### src/hw/sfm_pkg.sv
// Package with register map, field layout and timing constants of the serial mode block.
package sfm_pkg;
    // ==========================================================
    // Register map
    localparam logic [15:0] ASYNC_FRAME_MODE_ADDR = 16'hFF70;
    localparam logic [15:0] SYNC_SERIAL_MODE_ADDR = 16'hFF72;
    localparam logic [7:0] MODE_RESET_VALUE = 8'h00;
    // Writable bits; reserved bits are kept at zero and read back as zero.
    localparam logic [7:0] SYNC_WRITE_MASK = 8'hCF;
    localparam logic [7:0] ASYNC_WRITE_MASK = 8'hFC;
    // ==========================================================
    // Field positions of sync_serial_mode
    localparam int SYNC_ENABLE_POS = 7;
    localparam int SLAVE_SELECT_USE_POS = 6;
    localparam int DATA_PHASE_POS = 3;
    localparam int FIRST_BIT_ORDER_POS = 2;
    localparam int SYNC_CLOCK_SOURCE_POS = 1;
    localparam int CLOCK_POLARITY_POS = 0;
    // ==========================================================
    // Field positions of async_frame_mode
    localparam int TRANSMIT_ENABLE_POS = 7;
    localparam int RECEIVE_ENABLE_POS = 6;
    localparam int PARITY_SELECT_HIGH_POS = 5;
    localparam int PARITY_SELECT_LOW_POS = 4;
    localparam int CHAR_LENGTH_POS = 3;
    localparam int STOP_LENGTH_POS = 2;
    // ==========================================================
    // Parity codes
    localparam logic [1:0] PARITY_NONE = 2'h0;
    localparam logic [1:0] PARITY_ZERO = 2'h1;
    localparam logic [1:0] PARITY_ODD = 2'h2;
    localparam logic [1:0] PARITY_EVEN = 2'h3;
    // ==========================================================
    // Timing
    localparam logic [3:0] OVERSAMPLE_LAST = 4'hF;
    localparam logic [3:0] MID_BIT_TICK = 4'h7;
    localparam logic [2:0] LAST_BIT_EIGHT = 3'h7;
    localparam logic [2:0] LAST_BIT_SEVEN = 3'h6;
    localparam logic [4:0] SYNC_LAST_EDGE = 5'h0F;
    localparam int CLOCK_HZ = 250_000_000;
    localparam int OVERSAMPLE = 16;
    localparam int MIDI_BPS = 31250;
    localparam logic [15:0] MIDI_DIVISOR = 16'(CLOCK_HZ / (MIDI_BPS * OVERSAMPLE));
    // ==========================================================
    // Frame phases, Gray coded from idle through parity to stop
    typedef enum logic [2:0] {
        PH_IDLE = 3'h0,
        PH_START = 3'h1,
        PH_DATA = 3'h3,
        PH_PARITY = 3'h2,
        PH_STOP = 3'h6
    } sfm_phase_t;
endpackage : sfm_pkg

### src/hw/sfm_bit_clock.sv
// Oversampling tick source: internal divider or the external asynchronous clock pin.
`timescale 1ns/1ps
module sfm_bit_clock #(
    parameter int DIV_WIDTH = 16
) (
    input wire logic clk,
    input wire logic rst,
    input wire logic useExtClock,
    input wire logic [DIV_WIDTH-1:0] divisor,
    input wire logic asyncExtClockPin,
    output logic tick16
);
    logic [DIV_WIDTH-1:0] divCnt_reg;
    logic extPrev_reg;
    logic intTick;

    // ==========================================================
    // Internal divider; a divisor of zero is treated as one.
    assign intTick = (divCnt_reg + DIV_WIDTH'(1)) >= divisor;

    always_ff @(posedge clk or posedge rst) begin
        if (rst) begin
            divCnt_reg <= '0;
        end else if (useExtClock || intTick) begin
            divCnt_reg <= '0;
        end else begin
            divCnt_reg <= divCnt_reg + DIV_WIDTH'(1);
        end
    end

    // ==========================================================
    // Each rising edge on the pin is one sixteenth of a bit, so rate is pin clock over 16.
    always_ff @(posedge clk or posedge rst) begin
        if (rst) begin
            extPrev_reg <= 1'b0;
        end else begin
            extPrev_reg <= asyncExtClockPin;
        end
    end

    assign tick16 = useExtClock ? (asyncExtClockPin && !extPrev_reg) : intTick;
endmodule : sfm_bit_clock

### src/hw/sfm_serial_mode.sv
// Mode registers, UART frame engine and 3-wire synchronous engine of the serial port.
`timescale 1ns/1ps
// Overview of operation
// sync_serial_mode register read/write at its address, cleared to zero by reset.
// async_frame_mode register read/write at its address, cleared to zero by reset.
// 3-wire synchronous operation runs only while sync_enable_bit is one.
// Software writes sync_serial_mode with zeros before using UART mode.
// Slave select off: always enabled; on: low pin enables, high pin disables.
// Data changes on falling edge if phase 0, rising if 1; order MSB/LSB.
// Serial clock from pin when source bit 0, from baud generator when 1.
// Polarity 0 idles clock high; polarity 1 idles clock low.
// Software writes zero to bits 4 and 5 of sync_serial_mode.
// UART moves one byte per start bit, independent transmit and receive.
// Parity field: none, forced zero, odd, even.
// Forced zero parity never checked and never flags an error.
// Character length 7 or 8 bits; transmit stop length 1 or 2.
// Software writes zero to bits 0 and 1 of async_frame_mode.
// Software stops transfers before changing the operating mode.
// Baud generator can produce 31.25 kbps.
// UART rate can be derived by dividing the external clock pin.
// Receiver checks only one stop bit.
// External clock rate is the pin frequency divided by 16.
// Frame is start bit, character bits, optional parity, one or two stops.
// Receiver detects falling start edge and samples mid-bit at sixteen times.
module sfm_serial_mode #(
    parameter int DIV_WIDTH = 16,
    parameter logic [DIV_WIDTH-1:0] BAUD_DIVISOR = DIV_WIDTH'(sfm_pkg::MIDI_DIVISOR)
) (
    input wire logic clk,
    input wire logic rst,
    input wire logic [15:0] regAddr,
    input wire logic regWrEn,
    input wire logic [7:0] regWrData,
    input wire logic regRdEn,
    output logic [7:0] regRdData,
    input wire logic useExtBaudClock,
    input wire logic asyncExtClockPin,
    input wire logic [7:0] txData,
    input wire logic txValid,
    output logic txReady,
    output logic [7:0] rxData,
    output logic rxValid,
    output logic parityError,
    output logic framingError,
    input wire logic rxdPin,
    output logic txdPin,
    output logic txdOe,
    input wire logic syncSerialClockPin,
    output logic syncSerialClockOut,
    output logic syncSerialClockOe,
    input wire logic slaveSelectPin,
    output logic sharedPortPinIsPort
);
    logic [7:0] syncMode_reg;
    logic [7:0] asyncMode_reg;
    logic syncEnable, slaveSelectUse, dataPhase, firstBitOrder, syncClockSource, clockPolarity;
    logic transmitEnable, receiveEnable, charLength, stopLength;
    logic [1:0] paritySelect;
    logic commEnable, tick16;
    logic [2:0] lastBit;
    // ==========================================================
    // Register file
    always_ff @(posedge clk or posedge rst) begin
        if (rst) begin
            syncMode_reg <= sfm_pkg::MODE_RESET_VALUE;
            asyncMode_reg <= sfm_pkg::MODE_RESET_VALUE;
        end else if (regWrEn) begin
            if (regAddr == sfm_pkg::SYNC_SERIAL_MODE_ADDR) begin
                syncMode_reg <= regWrData & sfm_pkg::SYNC_WRITE_MASK;
            end
            if (regAddr == sfm_pkg::ASYNC_FRAME_MODE_ADDR) begin
                asyncMode_reg <= regWrData & sfm_pkg::ASYNC_WRITE_MASK;
            end
        end
    end

    always_ff @(posedge clk or posedge rst) begin
        if (rst) begin
            regRdData <= 8'h00;
        end else if (regRdEn) begin
            unique case (regAddr)
                sfm_pkg::SYNC_SERIAL_MODE_ADDR: regRdData <= syncMode_reg;
                sfm_pkg::ASYNC_FRAME_MODE_ADDR: regRdData <= asyncMode_reg;
                default: regRdData <= 8'h00;
            endcase
        end
    end

    assign syncEnable = syncMode_reg[sfm_pkg::SYNC_ENABLE_POS];
    assign slaveSelectUse = syncMode_reg[sfm_pkg::SLAVE_SELECT_USE_POS];
    assign dataPhase = syncMode_reg[sfm_pkg::DATA_PHASE_POS];
    assign firstBitOrder = syncMode_reg[sfm_pkg::FIRST_BIT_ORDER_POS];
    assign syncClockSource = syncMode_reg[sfm_pkg::SYNC_CLOCK_SOURCE_POS];
    assign clockPolarity = syncMode_reg[sfm_pkg::CLOCK_POLARITY_POS];
    assign transmitEnable = asyncMode_reg[sfm_pkg::TRANSMIT_ENABLE_POS];
    assign receiveEnable = asyncMode_reg[sfm_pkg::RECEIVE_ENABLE_POS];
    assign paritySelect = {asyncMode_reg[sfm_pkg::PARITY_SELECT_HIGH_POS],
                           asyncMode_reg[sfm_pkg::PARITY_SELECT_LOW_POS]};
    assign charLength = asyncMode_reg[sfm_pkg::CHAR_LENGTH_POS];
    assign stopLength = asyncMode_reg[sfm_pkg::STOP_LENGTH_POS];
    assign lastBit = charLength ? sfm_pkg::LAST_BIT_EIGHT : sfm_pkg::LAST_BIT_SEVEN;
    assign commEnable = !slaveSelectUse || !slaveSelectPin;
    assign sharedPortPinIsPort = !slaveSelectUse;

    sfm_bit_clock #(.DIV_WIDTH(DIV_WIDTH)) bitClock (
        .clk(clk),
        .rst(rst),
        .useExtClock(useExtBaudClock),
        .divisor(BAUD_DIVISOR),
        .asyncExtClockPin(asyncExtClockPin),
        .tick16(tick16)
    );
    // ==========================================================
    // UART transmitter
    sfm_pkg::sfm_phase_t txPhase_reg;
    logic [3:0] txTick_reg;
    logic [2:0] txBit_reg;
    logic [7:0] txShift_reg;
    logic txParity_reg, txStop2_reg, uartTxd_reg;
    logic uartStart, txBitEnd, txParityBit;
    logic [7:0] txMasked;

    assign uartStart = txValid && txReady && !syncEnable;
    assign txBitEnd = tick16 && (txTick_reg == sfm_pkg::OVERSAMPLE_LAST);
    assign txMasked = charLength ? txData : {1'b0, txData[6:0]};
    assign txParityBit = (paritySelect == sfm_pkg::PARITY_ODD) ? ~^txMasked :
                         (paritySelect == sfm_pkg::PARITY_EVEN) ? ^txMasked : 1'b0;

    always_ff @(posedge clk or posedge rst) begin
        if (rst) begin
            txPhase_reg <= sfm_pkg::PH_IDLE;
            txTick_reg <= 4'h0;
            txBit_reg <= 3'h0;
            txShift_reg <= 8'h00;
            txParity_reg <= 1'b0;
            txStop2_reg <= 1'b0;
            uartTxd_reg <= 1'b1;
        end else begin
            if (tick16 && txPhase_reg != sfm_pkg::PH_IDLE) begin
                txTick_reg <= txTick_reg + 4'h1;
            end
            unique case (txPhase_reg)
                sfm_pkg::PH_IDLE: begin
                    if (uartStart) begin
                        txPhase_reg <= sfm_pkg::PH_START;
                        txShift_reg <= txMasked;
                        txParity_reg <= txParityBit;
                        txStop2_reg <= stopLength;
                        txTick_reg <= 4'h0;
                        uartTxd_reg <= 1'b0;
                    end
                end
                sfm_pkg::PH_START: begin
                    if (txBitEnd) begin
                        txPhase_reg <= sfm_pkg::PH_DATA;
                        txBit_reg <= 3'h0;
                        uartTxd_reg <= txShift_reg[0];
                        txShift_reg <= {1'b0, txShift_reg[7:1]};
                    end
                end
                sfm_pkg::PH_DATA: begin
                    if (txBitEnd) begin
                        txBit_reg <= txBit_reg + 3'h1;
                        uartTxd_reg <= txShift_reg[0];
                        txShift_reg <= {1'b0, txShift_reg[7:1]};
                        if (txBit_reg == lastBit) begin
                            if (paritySelect != sfm_pkg::PARITY_NONE) begin
                                txPhase_reg <= sfm_pkg::PH_PARITY;
                                uartTxd_reg <= txParity_reg;
                            end else begin
                                txPhase_reg <= sfm_pkg::PH_STOP;
                                uartTxd_reg <= 1'b1;
                            end
                        end
                    end
                end
                sfm_pkg::PH_PARITY: begin
                    if (txBitEnd) begin
                        txPhase_reg <= sfm_pkg::PH_STOP;
                        uartTxd_reg <= 1'b1;
                    end
                end
                sfm_pkg::PH_STOP: begin
                    if (txBitEnd) begin
                        txStop2_reg <= 1'b0;
                        if (!txStop2_reg) begin
                            txPhase_reg <= sfm_pkg::PH_IDLE;
                        end
                    end
                end
                default: txPhase_reg <= sfm_pkg::PH_IDLE;
            endcase
        end
    end
    // ==========================================================
    // UART receiver; only the first stop bit is checked, so a second one is free idle time.
    sfm_pkg::sfm_phase_t rxPhase_reg;
    logic [3:0] rxTick_reg;
    logic [2:0] rxBit_reg;
    logic [7:0] rxShift_reg;
    logic rxdPrev_reg, rxParity_reg, uartDone, rxSample;
    logic rxParityBad;

    assign rxSample = tick16 && (rxTick_reg == sfm_pkg::OVERSAMPLE_LAST);
    assign uartDone = rxSample && rxPhase_reg == sfm_pkg::PH_STOP;
    assign rxParityBad = (paritySelect == sfm_pkg::PARITY_ODD) ? (~^{rxShift_reg, rxParity_reg}) :
                         (paritySelect == sfm_pkg::PARITY_EVEN) ? (^{rxShift_reg, rxParity_reg}) :
                         1'b0;

    always_ff @(posedge clk or posedge rst) begin
        if (rst) begin
            rxdPrev_reg <= 1'b1;
        end else begin
            rxdPrev_reg <= rxdPin;
        end
    end

    always_ff @(posedge clk or posedge rst) begin
        if (rst) begin
            rxPhase_reg <= sfm_pkg::PH_IDLE;
            rxTick_reg <= 4'h0;
            rxBit_reg <= 3'h0;
            rxShift_reg <= 8'h00;
            rxParity_reg <= 1'b0;
        end else begin
            if (tick16 && rxPhase_reg != sfm_pkg::PH_IDLE) begin
                rxTick_reg <= rxTick_reg + 4'h1;
            end
            unique case (rxPhase_reg)
                sfm_pkg::PH_IDLE: begin
                    if (receiveEnable && !syncEnable && rxdPrev_reg && !rxdPin) begin
                        rxPhase_reg <= sfm_pkg::PH_START;
                        rxTick_reg <= 4'h0;
                    end
                end
                sfm_pkg::PH_START: begin
                    if (tick16 && rxTick_reg == sfm_pkg::MID_BIT_TICK) begin
                        rxTick_reg <= 4'h0;
                        rxBit_reg <= 3'h0;
                        rxShift_reg <= 8'h00;
                        rxPhase_reg <= rxdPin ? sfm_pkg::PH_IDLE : sfm_pkg::PH_DATA;
                    end
                end
                sfm_pkg::PH_DATA: begin
                    if (rxSample) begin
                        rxShift_reg[rxBit_reg] <= rxdPin;
                        rxBit_reg <= rxBit_reg + 3'h1;
                        if (rxBit_reg == lastBit) begin
                            rxPhase_reg <= (paritySelect != sfm_pkg::PARITY_NONE) ?
                                           sfm_pkg::PH_PARITY : sfm_pkg::PH_STOP;
                        end
                    end
                end
                sfm_pkg::PH_PARITY: begin
                    if (rxSample) begin
                        rxParity_reg <= rxdPin;
                        rxPhase_reg <= sfm_pkg::PH_STOP;
                    end
                end
                sfm_pkg::PH_STOP: begin
                    if (rxSample) begin
                        rxPhase_reg <= sfm_pkg::PH_IDLE;
                    end
                end
                default: rxPhase_reg <= sfm_pkg::PH_IDLE;
            endcase
        end
    end
    // ==========================================================
    // 3-wire synchronous engine
    logic syncBusy_reg, sckGen_reg, sckPrev_reg, syncBit_reg;
    logic [4:0] syncEdge_reg;
    logic [7:0] syncShift_reg, syncRx_reg;
    logic sckLine, sckRise, sckFall, shiftEdge, sampleEdge, anyEdge, syncStart, syncDone;

    assign sckLine = syncClockSource ? sckGen_reg : syncSerialClockPin;
    assign sckRise = sckLine && !sckPrev_reg;
    assign sckFall = !sckLine && sckPrev_reg;
    assign anyEdge = syncBusy_reg && commEnable && (sckRise || sckFall);
    assign shiftEdge = anyEdge && (dataPhase ? sckRise : sckFall);
    assign sampleEdge = anyEdge && (dataPhase ? sckFall : sckRise);
    assign syncStart = txValid && txReady && syncEnable;
    assign syncDone = anyEdge && syncEdge_reg == sfm_pkg::SYNC_LAST_EDGE;

    always_ff @(posedge clk or posedge rst) begin
        if (rst) begin
            sckPrev_reg <= 1'b1;
            sckGen_reg <= 1'b1;
        end else begin
            sckPrev_reg <= sckLine;
            if (!syncBusy_reg) begin
                sckGen_reg <= ~clockPolarity;
            end else if (tick16 && syncClockSource && commEnable) begin
                sckGen_reg <= ~sckGen_reg;
            end
        end
    end

    always_ff @(posedge clk or posedge rst) begin
        if (rst) begin
            syncBusy_reg <= 1'b0;
            syncEdge_reg <= 5'h00;
            syncShift_reg <= 8'h00;
            syncRx_reg <= 8'h00;
            syncBit_reg <= 1'b0;
        end else if (!syncEnable) begin
            syncBusy_reg <= 1'b0;
            syncEdge_reg <= 5'h00;
        end else if (syncStart) begin
            syncBusy_reg <= 1'b1;
            syncEdge_reg <= 5'h00;
            syncShift_reg <= txData;
            syncBit_reg <= firstBitOrder ? txData[0] : txData[7];
        end else if (anyEdge) begin
            syncEdge_reg <= syncEdge_reg + 5'h01;
            if (syncDone) begin
                syncBusy_reg <= 1'b0;
            end
            if (sampleEdge) begin
                syncRx_reg <= firstBitOrder ? {rxdPin, syncRx_reg[7:1]} :
                                              {syncRx_reg[6:0], rxdPin};
            end
            // The first edge never shifts: the first bit is already on the line.
            if (shiftEdge && syncEdge_reg != 5'h00) begin
                syncShift_reg <= firstBitOrder ? {1'b0, syncShift_reg[7:1]} :
                                                 {syncShift_reg[6:0], 1'b0};
                syncBit_reg <= firstBitOrder ? syncShift_reg[1] : syncShift_reg[6];
            end
        end
    end
    // ==========================================================
    // Results and pins
    always_ff @(posedge clk or posedge rst) begin
        if (rst) begin
            rxData <= 8'h00;
            rxValid <= 1'b0;
            parityError <= 1'b0;
            framingError <= 1'b0;
        end else begin
            rxValid <= uartDone || syncDone;
            parityError <= uartDone && rxParityBad;
            framingError <= uartDone && !rxdPin;
            if (uartDone) begin
                rxData <= rxShift_reg;
            end else if (syncDone && sampleEdge) begin
                rxData <= firstBitOrder ? {rxdPin, syncRx_reg[7:1]} : {syncRx_reg[6:0], rxdPin};
            end else if (syncDone) begin
                // When the last edge is a shift edge all eight bits are already captured.
                rxData <= syncRx_reg;
            end
        end
    end

    assign txReady = syncEnable ? (!syncBusy_reg && commEnable) :
                     (transmitEnable && txPhase_reg == sfm_pkg::PH_IDLE);
    assign txdPin = syncEnable ? syncBit_reg : uartTxd_reg;
    assign txdOe = syncEnable ? commEnable : transmitEnable;
    assign syncSerialClockOut = sckGen_reg;
    assign syncSerialClockOe = syncEnable && syncClockSource;
    // ==========================================================
    // Checks
    AST_SYNC_WRITE: assert property (@(posedge clk) disable iff (rst)
        regWrEn && regAddr == sfm_pkg::SYNC_SERIAL_MODE_ADDR |=>
        syncMode_reg == ($past(regWrData) & sfm_pkg::SYNC_WRITE_MASK))
        else $error("sync mode register write lost");
    AST_ASYNC_READ: assert property (@(posedge clk) disable iff (rst)
        regRdEn && regAddr == sfm_pkg::ASYNC_FRAME_MODE_ADDR |=> regRdData == $past(asyncMode_reg))
        else $error("async mode register read wrong");
    AST_SYNC_OFF: assert property (@(posedge clk) disable iff (rst)
        !syncEnable |=> !syncBusy_reg)
        else $error("sync transfer while disabled");
    AST_SS_BLOCK: assert property (@(posedge clk) disable iff (rst)
        syncEnable && slaveSelectUse && slaveSelectPin |-> !txReady && !anyEdge)
        else $error("transfer while slave select high");
    AST_SCK_IDLE: assert property (@(posedge clk) disable iff (rst)
        !syncBusy_reg ##1 !syncBusy_reg |-> sckGen_reg == ~$past(clockPolarity))
        else $error("serial clock not at idle level");
    AST_TX_START: assert property (@(posedge clk) disable iff (rst)
        uartStart |=> !txdPin ##1 txPhase_reg == sfm_pkg::PH_START)
        else $error("start bit not low");
    AST_ZERO_PARITY: assert property (@(posedge clk) disable iff (rst)
        paritySelect == sfm_pkg::PARITY_ZERO && uartDone |=> !parityError)
        else $error("parity error in forced zero mode");
    AST_STOP_END: assert property (@(posedge clk) disable iff (rst)
        txPhase_reg == sfm_pkg::PH_STOP && txBitEnd && !txStop2_reg |=>
        txPhase_reg == sfm_pkg::PH_IDLE && txdPin == 1'b1)
        else $error("stop bit did not end frame");
    COV_UART_TX: cover property (@(posedge clk) disable iff (rst) uartStart);
    COV_UART_RX: cover property (@(posedge clk) disable iff (rst) uartDone);
    COV_SYNC_DONE: cover property (@(posedge clk) disable iff (rst) syncDone);
endmodule : sfm_serial_mode

### config.mk
export PLATFORM = sky130hd
export DESIGN_NAME = sfm_serial_mode
export DESIGN_NICKNAME = d
export VERILOG_FILES = /design/src/hw/sfm_pkg.sv /design/src/hw/sfm_bit_clock.sv /design/src/hw/sfm_serial_mode.sv
export SDC_FILE = /design/constraint.sdc
export NUM_CORES = 1
export LEC_CHECK = 0
export BUFFER_PORTS_ARGS = -buffer_cell sky130_fd_sc_hd__buf_2
export CORE_ASPECT_RATIO = 0.75
export CORE_MARGIN = 5
export CORE_UTILIZATION = 40
export DETAILED_ROUTE_END_ITERATION = 8
export PLACE_DENSITY = 0.66
export SYNTH_ARGS = -nofsm -noshare
export SYNTH_HDL_FRONTEND = slang
export SYNTH_HIERARCHICAL = 1
export SYNTH_SLANG_ARGS = --single-unit
### constraint.sdc
create_clock -name clk -period 10.4 [get_ports clk]
set_input_delay 1.56 -clock clk [delete_from_list [all_inputs] [get_ports clk]]
set_output_delay 1.56 -clock clk [all_outputs]
set_load 0.005 [all_outputs]
## Word-level counts from Yosys, hierarchy flattened

Cells that the tools add are included.

| cells by class | value |
|---|---|
| order comparisons | 3 |
| eq/ne operators | 35 |
| reductions and logical operators | 75 |
| add/sub/neg operators | 6 |
| bitwise gates (word level) | 3 |
| multiplexer cells | 86 |

Operators with widths:

| kind | number |
|---|---|
| $mux 8 | 13 |
| $mux 3 | 18 |
| $pmux 8 s2 | 3 |
| $eq 16x16->1 const B | 2 |
| $mux 1 | 32 |
| $logic_and 1x1->1 | 30 |
| $pmux 3 s5 | 2 |
| $ne 2x2->1 const B | 13 |
| $mux 4 | 6 |
| $add 16x1->16 const B | 1 |
| $ge 16x9->1 const B | 1 |
| $mux 16 | 1 |
| $mux 5 | 3 |
| $reduce_and 3->1 | 5 |
| $reduce_bool 2->1 | 7 |
| $eq 3x2->1 const B | 4 |
| $pmux 3 s2 | 2 |
| $reduce_and 2->1 | 5 |
| $reduce_bool 3->1 | 3 |
| $reduce_xnor 9->1 | 1 |
| $reduce_xor 9->1 | 1 |
| $add 4x1->4 const B | 2 |
| $bwmux 8 | 1 |
| $eq 4x4->1 const B | 2 |
| other kinds (30) | 50 |

| storage, ports and cells | value |
|---|---|
| output and inout port bits | 25 |
| logic and storage cells | 237 |
| register bits after elaboration | 114 |

## Depth between registers and ports, before layout

Gate-level depths: netlist of run 1.

| depth | value |
|---|---|
| word-level depth | 10 |
| depth in mapped cells | 17 |
| gate-level depth less buffers | 14 |

## By module

Netlist of run 1, hierarchy kept.

Modules (own cells, without submodules):

| module | sequential area each (µm²) | cells an instance | area each (µm²) | times used |
|---|---|---|---|---|
| sfm_serial_mode | 2,432.3 | 516 | 5,148.7 | 1 |
| sfm_bit_clock | 425.4 | 129 | 1,258.7 | 1 |

## Worst setup path before layout of run 1

No wires, ideal clock.

| timing | value |
|---|---|
| kind | register -> register |
| start point | register bitClock.divCnt_reg[2] |
| end point | register rxShift_reg[7] |
| path buffers | 2 |
| required time | 10,270 ps |
| slack | 6,382 ps |
| data arrival time | 3,888 ps |
| period minus slack after synthesis | 4,018 ps |
| library setup time | 130 ps |
| cell stages (with the launch flop) | 16 |
| cell sequence | dfrtp_1 > and4_1 > nand4_2 > or4_4 > xnor2_2 > ha_1 > nand4_1 > nor4_1 > or4_1 > buf_2 > buf_6 > a21boi_1 > nand4_1 > nor4b_1 > nand3_1 > mux2i_1 |

| on the way | value |
|---|---|
| longest elaborated chain between the ends | 6 |
| elaborated cells between the ends (all ways) | 8 |
| those cells by class | add/sub (1); order compare (1); eq/ne (2); mux (1); reduce/logical (3) |

RTL lines:

| item | line | RTL |
|---|---|---|
| start: declaration | sfm_bit_clock.sv:13 | `logic [DIV_WIDTH-1:0] divCnt_reg;` |
| start signal: assignment | sfm_bit_clock.sv:27 | `divCnt_reg <= divCnt_reg + DIV_WIDTH'(1);` |
| $add 16x1->16 * | sfm_bit_clock.sv:19 | `assign intTick = (divCnt_reg + DIV_WIDTH'(1)) >= divisor;` |
| $ge 16x9->1 * | sfm_bit_clock.sv:19 |  |
| $mux 1 * | sfm_bit_clock.sv:41 | `assign tick16 = useExtClock ? (asyncExtClockPin && !extPrev_reg) : intTick;` |
| named net tick16 | sfm_serial_mode.sv:59 | `logic commEnable, tick16;` |
| $logic_and 1x1->1, on equally long branches | sfm_serial_mode.sv:237, sfm_serial_mode.sv:204 |  |
| $ne 2x2->1 (no source line) | n/a |  |
| $reduce_and 3->1 (no source line) * | n/a |  |
| end signal: indexed assignment | sfm_serial_mode.sv:246 | `rxShift_reg[rxBit_reg] <= rxdPin;` |
| end: declaration | sfm_serial_mode.sv:200 | `logic [7:0] rxShift_reg;` |

Mark *: on every way through the listed nets, which the timed path passes. The rest lies on a longest branch.
A chain may end at the register's enable or synchronous reset.

## Worst setup path in the final report of run 1

Same ends and word-level chain as after synthesis.

==> impl_metrics.json, run 1 <==
{
  "crit_chain": "and4_1, nand4_2, or4_4, xnor2_2, ha_1, nand4_1, nor4_1, or4_1, a21boi_1, nand4_1, nor4b_1, nand3_1, mux2i_1",
  "grt_pass1_vias": 4797,
  "clk_latency_ns": 0.40,
  "max_slew_margin": 0.321,
  "synth_top_area_frac": 0.430,
  "cap_violations": 0,
  "fp.dieW_um": 156,
  "drt_first_pass_iters": 4,
  "cts_tree": "built",
  "track_usage": 0.163,
  "die_h_um": 120,
  "finalCriticalPeriod_ns": 5.46,
  "slowest_stage": "a21boi_1",
  "critPathArrivalTime_ns": 5.74,
  "synth_fa_ha_area_frac": 0.0508,
  "vias": 4865,
  "antenna_cells": 0,
  "setup-tns-final_ns": 0,
  "cp_num_buf_inv": 0,
  "crit_family": "simple AND/OR/NAND/NOR gates",
  "core-area_mm2": 0.0159,
  "start_util": 0.404,
  "syn_inst": 645,
  "critPathCaptureType": "flop",
  "path_common_cell": "nand4_1",
  "cts.htree.levels": 4,
  "syn_area_mm2": 0.00641,
  "wl_um": 14600,
  "synth-compound-area-share": 0.115,
  "final_layout_size_suffix_gt1_frac": 0.206,
  "critPathKind": "flop to flop",
  "first_iter_violations": 324,
  "clock.fmax_ghz": 0.183,
  "cts.sinks": 114,
  "setup_viol_count_final": 0,
  "min_period_over_period": 0.525,
  "ys_ff_latch": 114,
  "final_cells": 943,
  "hold_slack_ns": 0.465,
  "cts-root-buf": "clkbuf_16",
  "synthArstFlopShare": 1.00,
  "regToRegSetupSlack_ns": 4.94,
  "ctsLongestPathBuffers": 2,
  "reg2reg_from": "bitClock/divCnt_reg[2]",
  "power.density_mw_per_mm2": 147,
  "grt_pass1_wl_um": 24600,
  "synth-edff-count": 0,
  "hold_viol": 0,
  "dp_hpwl_um": 10800,
  "fin_skew_ns": 0.0110,
  "die_area_mm2": 0.0187,
  "grt_overflow_total": 0,
  "slew_violations": 0,
  "muxShareOfSynthArea": 0.106,
  "drtAntennaViolNets": 0,
  "antenna_found_initial": 0,
  "reg2reg_to": "rxShift_reg[7]",
  "synth_top_family_by_area": "simple AND/OR/NAND/NOR gates",
  "cts_resized": 0,
  "row_count": 40,
  "synthTopCellsByArea": "dfrtp_1 43%, mux2_2 5.8%, ha_1 5.1%, mux2i_1 4.8%, nand2_1 4.8%",
  "cts_hold_buf": 0,
  "synth_area_leader_cell": "dfrtp_1",
  "rsz0062_at_grt": "no",
  "yosysWarnings": 6,
  "post_cts_buffers": 0,
  "synthXorXnorAreaFrac": 0.0615,
  "place_congestion": 0.826,
  "critPathLaunchType": "flop",
  "status": "finished clean",
  "min-delay-start": "syncMode_reg[0]",
  "required_ns": 10.67,
  "r2r_cells": 13,
  "hold-path-cell-count": 1,
  "syn_to_final_growth_pct": 17.2,
  "numCtsBuffers": 17,
  "wire_per_inst_um": 15.4,
  "clkTransAtPathRegs_ns": 0.05,
  "grt_start_max_net_pins": 76,
  "holdPathEnd": "syncSerialClockOut",
  "drc": 0,
  "io_pins": 67,
  "largest_reg_flops": 16,
  "layout.cells.most_common_list": "110 x dfrtp_1, 82 x nand2_1, 66 x buf_2, 46 x inv_1, 39 x nor2_1",
  "port_buffers": 66,
  "yosysUniqueCellTypes": 70,
  "nFillCells": 1487,
  "leakagePower_nw": 3.64,
  "critical-path-max-stage-delay_ns": 0.90,
  "nets": 788,
  "ys_seq_area_frac": 0.446,
  "min_path_type": "flop to flop",
  "ys.flop_type": "dfrtp_1",
  "placed_cells": 911,
  "ir_drop_mv": 0.120,
  "synth-simple-area-share": 0.175,
  "layout_commonest_cell": "dfrtp_1",
  "tightestPinTransition_ns": 1.02,
  "drt-vias-per-instance": 5.16,
  "avgSynthCellArea_um2": 9.93,
  "path_max_fanout": 17
}
## per-stage QoR
step	area, um2	setup WS [ns]	utilization	power [mW]
floorplan	6460	6.31	-	0.537
global route	7510	4.46	0.474	1.15
CTS	7510	4.95	0.474	1.11
global placement	6960	5.12	0.439	0.563
detailed placement	6960	5.03	0.439	0.565
finish	7510	4.94	0.474	1.10
## logic make-up (layout without fill, tap and decap cells)
| logic type | Yosys count | count (layout) |
|---|---|---|
| adders and majority gates | 26 | 26 |
| xor gates and xnor gates | 41 | 41 |
| buffers and inverters | 72 | 146 |
| AOI/OAI and AO/OA | 107 | 107 |
| and+or+nand+nor | 219 | 219 |
| DFF | 114 | 114 |
| other | 2 | 16 |
| muxes | 64 | 64 |
## power by group
group	switching, mW	internal, mW	total, mW
Clock	0.193	0.352	0.545
Combinational	0.0436	0.0364	0.0800
Sequential	0.0176	0.460	0.477
Total	0.255	0.848	1.10
## layout make-up
type	instances	area, um2	area share
multi-input combinational	473	3320	0.442
sequential	114	2860	0.380
clock buffer	26	499	0.0665
timing repair buffer	67	338	0.0450
tap	210	263	0.0350
inverter	47	179	0.0238
clock inverter	6	55.1	0.00733
## worst max-delay path by stage
| stage | from | end | slack, ns | depth (start not counted) |
|---|---|---|---|---|
| final | bitClock/divCnt_reg[2] | rxShift_reg[7] | 4.94 | 13 |
| after global routing | bitClock/divCnt_reg[2] | rxShift_reg[7] | 4.46 | 13 |
| after CTS | bitClock/divCnt_reg[2] | rxShift_reg[7] | 4.95 | 13 |
| after detailed placement | bitClock/divCnt_reg[2] | rxShift_reg[7] | 5.03 | 13 |
| after global placement | bitClock/divCnt_reg[2] | rxShift_reg[7] | 5.12 | 13 |
| after floorplan | rst | asyncMode_reg[2] | 6.31 | 1 |
## routing by layer
layer  share of wire  up-vias  GRT usage
met3           0.043       16     0.0353
li1                -     2411          -
met4           0.011        0     0.0439
met1            0.50     2344      0.246
met5               0        -          0
met2            0.44       94      0.234
## synth_stat cells (all sizes together) (2+ instances only)
master	n
nor2b	17
a41o	2
o211ai	9
inv	47
o22ai	4
nand2b	3
a21oi	11
xnor3	2
and3b	2
conb	2
nor3	6
a31oi	14
ha	26
or3	3
and2	5
o2111ai	2
a21o	2
mux2	33
o221ai	6
o21a	2
dfrtp	110
nor2	39
mux2i	31
a21boi	2
o21ai	31
clkbuf	18
and2b	3
nand4	18
o31ai	3
a211o	2
and3	7
xnor2	25
nor4	3
and4	3
o31a	2
xor2	14
nand3	21
buf	7
or4	5
nand2	82
dfstp	4
## worst register-to-register path, delay by kind of cell (launching register included)
| kind | cells | cell delay (ns) |
|---|---|---|
| multiplexers | 1 | 0.15 |
| AND/OR/NAND/NOR | 9 | 3.43 |
| AO/OA/AOI/OAI | 1 | 0.90 |
| XOR/XNOR | 1 | 0.15 |
| flip-flops | 1 | 0.41 |
| adder cells (fa/ha/maj) | 1 | 0.30 |
(Power assumes the default switching activity.)
==> run 2, diff against run 1 <==
==> constraint.sdc (replaced) <==
create_clock -name clk -period 5.6 [get_ports clk]
set_input_delay 0.84 -clock clk [delete_from_list [all_inputs] [get_ports clk]]
set_output_delay 0.84 -clock clk [all_outputs]
set_load 0.005 [all_outputs]
==> run 2 against run 1 <==
  * Die area is the same
  * Routed wire length shrank 1.0%
  * Clock power grew 100%
  * Critical endpoint is now txShift_reg[7]
  * Largest cell class unchanged
  * Highest routed layer unchanged
==> impl_metrics.json, run 2 (synthesis gave the netlist of run 1 again) <==
{
  "status": "finished clean",
  "dp_hpwl_um": 10700,
  "critPathArrivalTime_ns": 4.75,
  "fp.dieW_um": 156,
  "drt-vias-per-instance": 5.20,
  "final_layout_size_suffix_gt1_frac": 0.214,
  "critPathKind": "flop to flop",
  "reg2reg_from": "bitClock/divCnt_reg[2]",
  "fin_skew_ns": 0.0120,
  "cts-root-buf": "clkbuf_16",
  "power.density_mw_per_mm2": 283,
  "dp_slack_ns": 1.16,
  "port_buffers": 66,
  "clk_latency_ns": 0.41,
  "slowest_stage": "or4_4",
  "vias": 4921,
  "track_usage": 0.161,
  "cts_resized": 0,
  "cts_tree": "built",
  "critPathLaunchType": "flop",
  "die_area_mm2": 0.0187,
  "layout.cells.most_common_list": "110 x dfrtp_1, 82 x nand2_1, 66 x buf_2, 46 x inv_1, 39 x nor2_1",
  "layout_commonest_cell": "dfrtp_1",
  "critical-path-max-stage-delay_ns": 0.57,
  "leakagePower_nw": 3.67,
  "min_path_type": "input pin to async pin",
  "ctsLongestPathBuffers": 2,
  "hold_viol": 0,
  "grt_pass1_wl_um": 24200,
  "critPathLaunch": "bitClock/divCnt_reg[2]",
  "postPlaceCellArea_mm2": 0.00699,
  "crit_chain": "and4_1, nand4_2, or4_4, xnor2_2, ha_1, nand4_1, nor4_1, or4_1, buf_4, a21boi_1, buf_4, and4_1, nand2_1, a21oi_2, mux2_2",
  "grt_overflow_total": 0,
  "antenna_cells": 0,
  "wl_um": 14400,
  "core-area_mm2": 0.0159,
  "regToRegSetupSlack_ns": 1.14,
  "drc": 0,
  "die_h_um": 120,
  "post_cts_buffers": 0,
  "cts_hold_buf": 0,
  "grt_start_max_net_pins": 79,
  "nFillCells": 1461,
  "grt_pass1_vias": 4753,
  "drt_first_pass_iters": 5,
  "first_iter_violations": 284,
  "nets": 792,
  "setup-tns-final_ns": 0,
  "clock.fmax_ghz": 0.224,
  "cap_violations": 0,
  "total_power_mw": 2.15,
  "io_pins": 67,
  "finalCriticalPeriod_ns": 4.46,
  "crit_cells": 15,
  "max_slew_margin": 0.337,
  "largest_reg_flops": 16,
  "cts.sinks": 114,
  "start_util": 0.404,
  "cp_num_buf_inv": 2,
  "row_count": 40,
  "critPathCaptureType": "flop",
  "place_congestion": 0.816,
  "seqCellArea_mm2": 0.00286,
  "crit_family": "simple AND/OR/NAND/NOR gates",
  "reg2reg_to": "txShift_reg[7]",
  "path_max_fanout": 17,
  "fin_util": 0.479,
  "slew_violations": 0,
  "drtAntennaViolNets": 0,
  "ir_drop_mv": 0.239,
  "final_area_mm2": 0.00760,
  "tightestPinTransition_ns": 0.995,
  "critPathCapture": "txShift_reg[7]",
  "min_period_over_period": 0.796,
  "required_ns": 5.89,
  "multi_input_area_mm2": 0.00332,
  "r2r_cells": 15,
  "rsz0062_at_grt": "no",
  "cts.htree.levels": 4,
  "wire_per_inst_um": 15.2,
  "antenna_found_initial": 0,
  "numCtsBuffers": 17,
  "worst_slack_ns": 1.14,
  "setup_viol_count_final": 0,
  "syn_to_final_growth_pct": 18.7,
  "clkTransAtPathRegs_ns": 0.05
}
[run 2: layout make-up]
class                   instances  area share
clock buffers                  23      0.0642
clock inverters                 9      0.0168
inverters                      47      0.0235
multi-input cells             473       0.437
flip-flops and latches        114       0.376
well taps                     210      0.0346
repair buffers                 71      0.0484
[run 2: routing by layer]
| metal | vias up | global-route usage | share of wire |
|---|---|---|---|
| li1 | 2424 | - | - |
| met1 | 2379 | 0.238 | 0.50 |
| met2 | 107 | 0.234 | 0.44 |
| met3 | 11 | 0.0476 | 0.049 |
| met4 | 0 | 0.0358 | 0.010 |
| met5 | - | 0 | 0 |
[run 2: worst register-to-register path, stage by stage (launching register included)]
cell	delay, ns
dfrtp_1	0.41
and4_1	0.26
nand4_2	0.19
or4_4	0.57
xnor2_2	0.15
ha_1	0.29
nand4_1	0.13
nor4_1	0.29
or4_1	0.15
buf_4	0.23
a21boi_1	0.20
buf_4	0.22
and4_1	0.31
nand2_1	0.11
a21oi_2	0.43
mux2_2	0.39
[run 2: report_power, final]
group	switching, mW	leakage, nW	internal [mW]
clock	0.366	0.295	0.744
combinational	0.0825	1.85	0.0685
sequential	0.0335	1.53	0.854
[run 2: how the worst min path moves through the flow]
stage,start,end,slack (ns),cells after the start
floorplan,syncMode_reg[0],syncSerialClockOut,0.41,1
global placement,txParity_reg,txParity_reg,0.45,2
detailed placement,txParity_reg,txParity_reg,0.46,2
CTS,rst,regRdData[4],0.38,2
global route,rst,regRdData[1],0.38,2
finish,rst,regRdData[4],0.38,2
[run 2: through the flow]
| stage | hold slack (ns) | std cells |
|---|---|---|
| after floorplan | 0.406 | 659 |
| after global placement | 0.453 | 915 |
| after CTS | 0.379 | 947 |
| final | 0.379 | 947 |
| after global routing | 0.381 | 947 |
| after detailed placement | 0.459 | 915 |
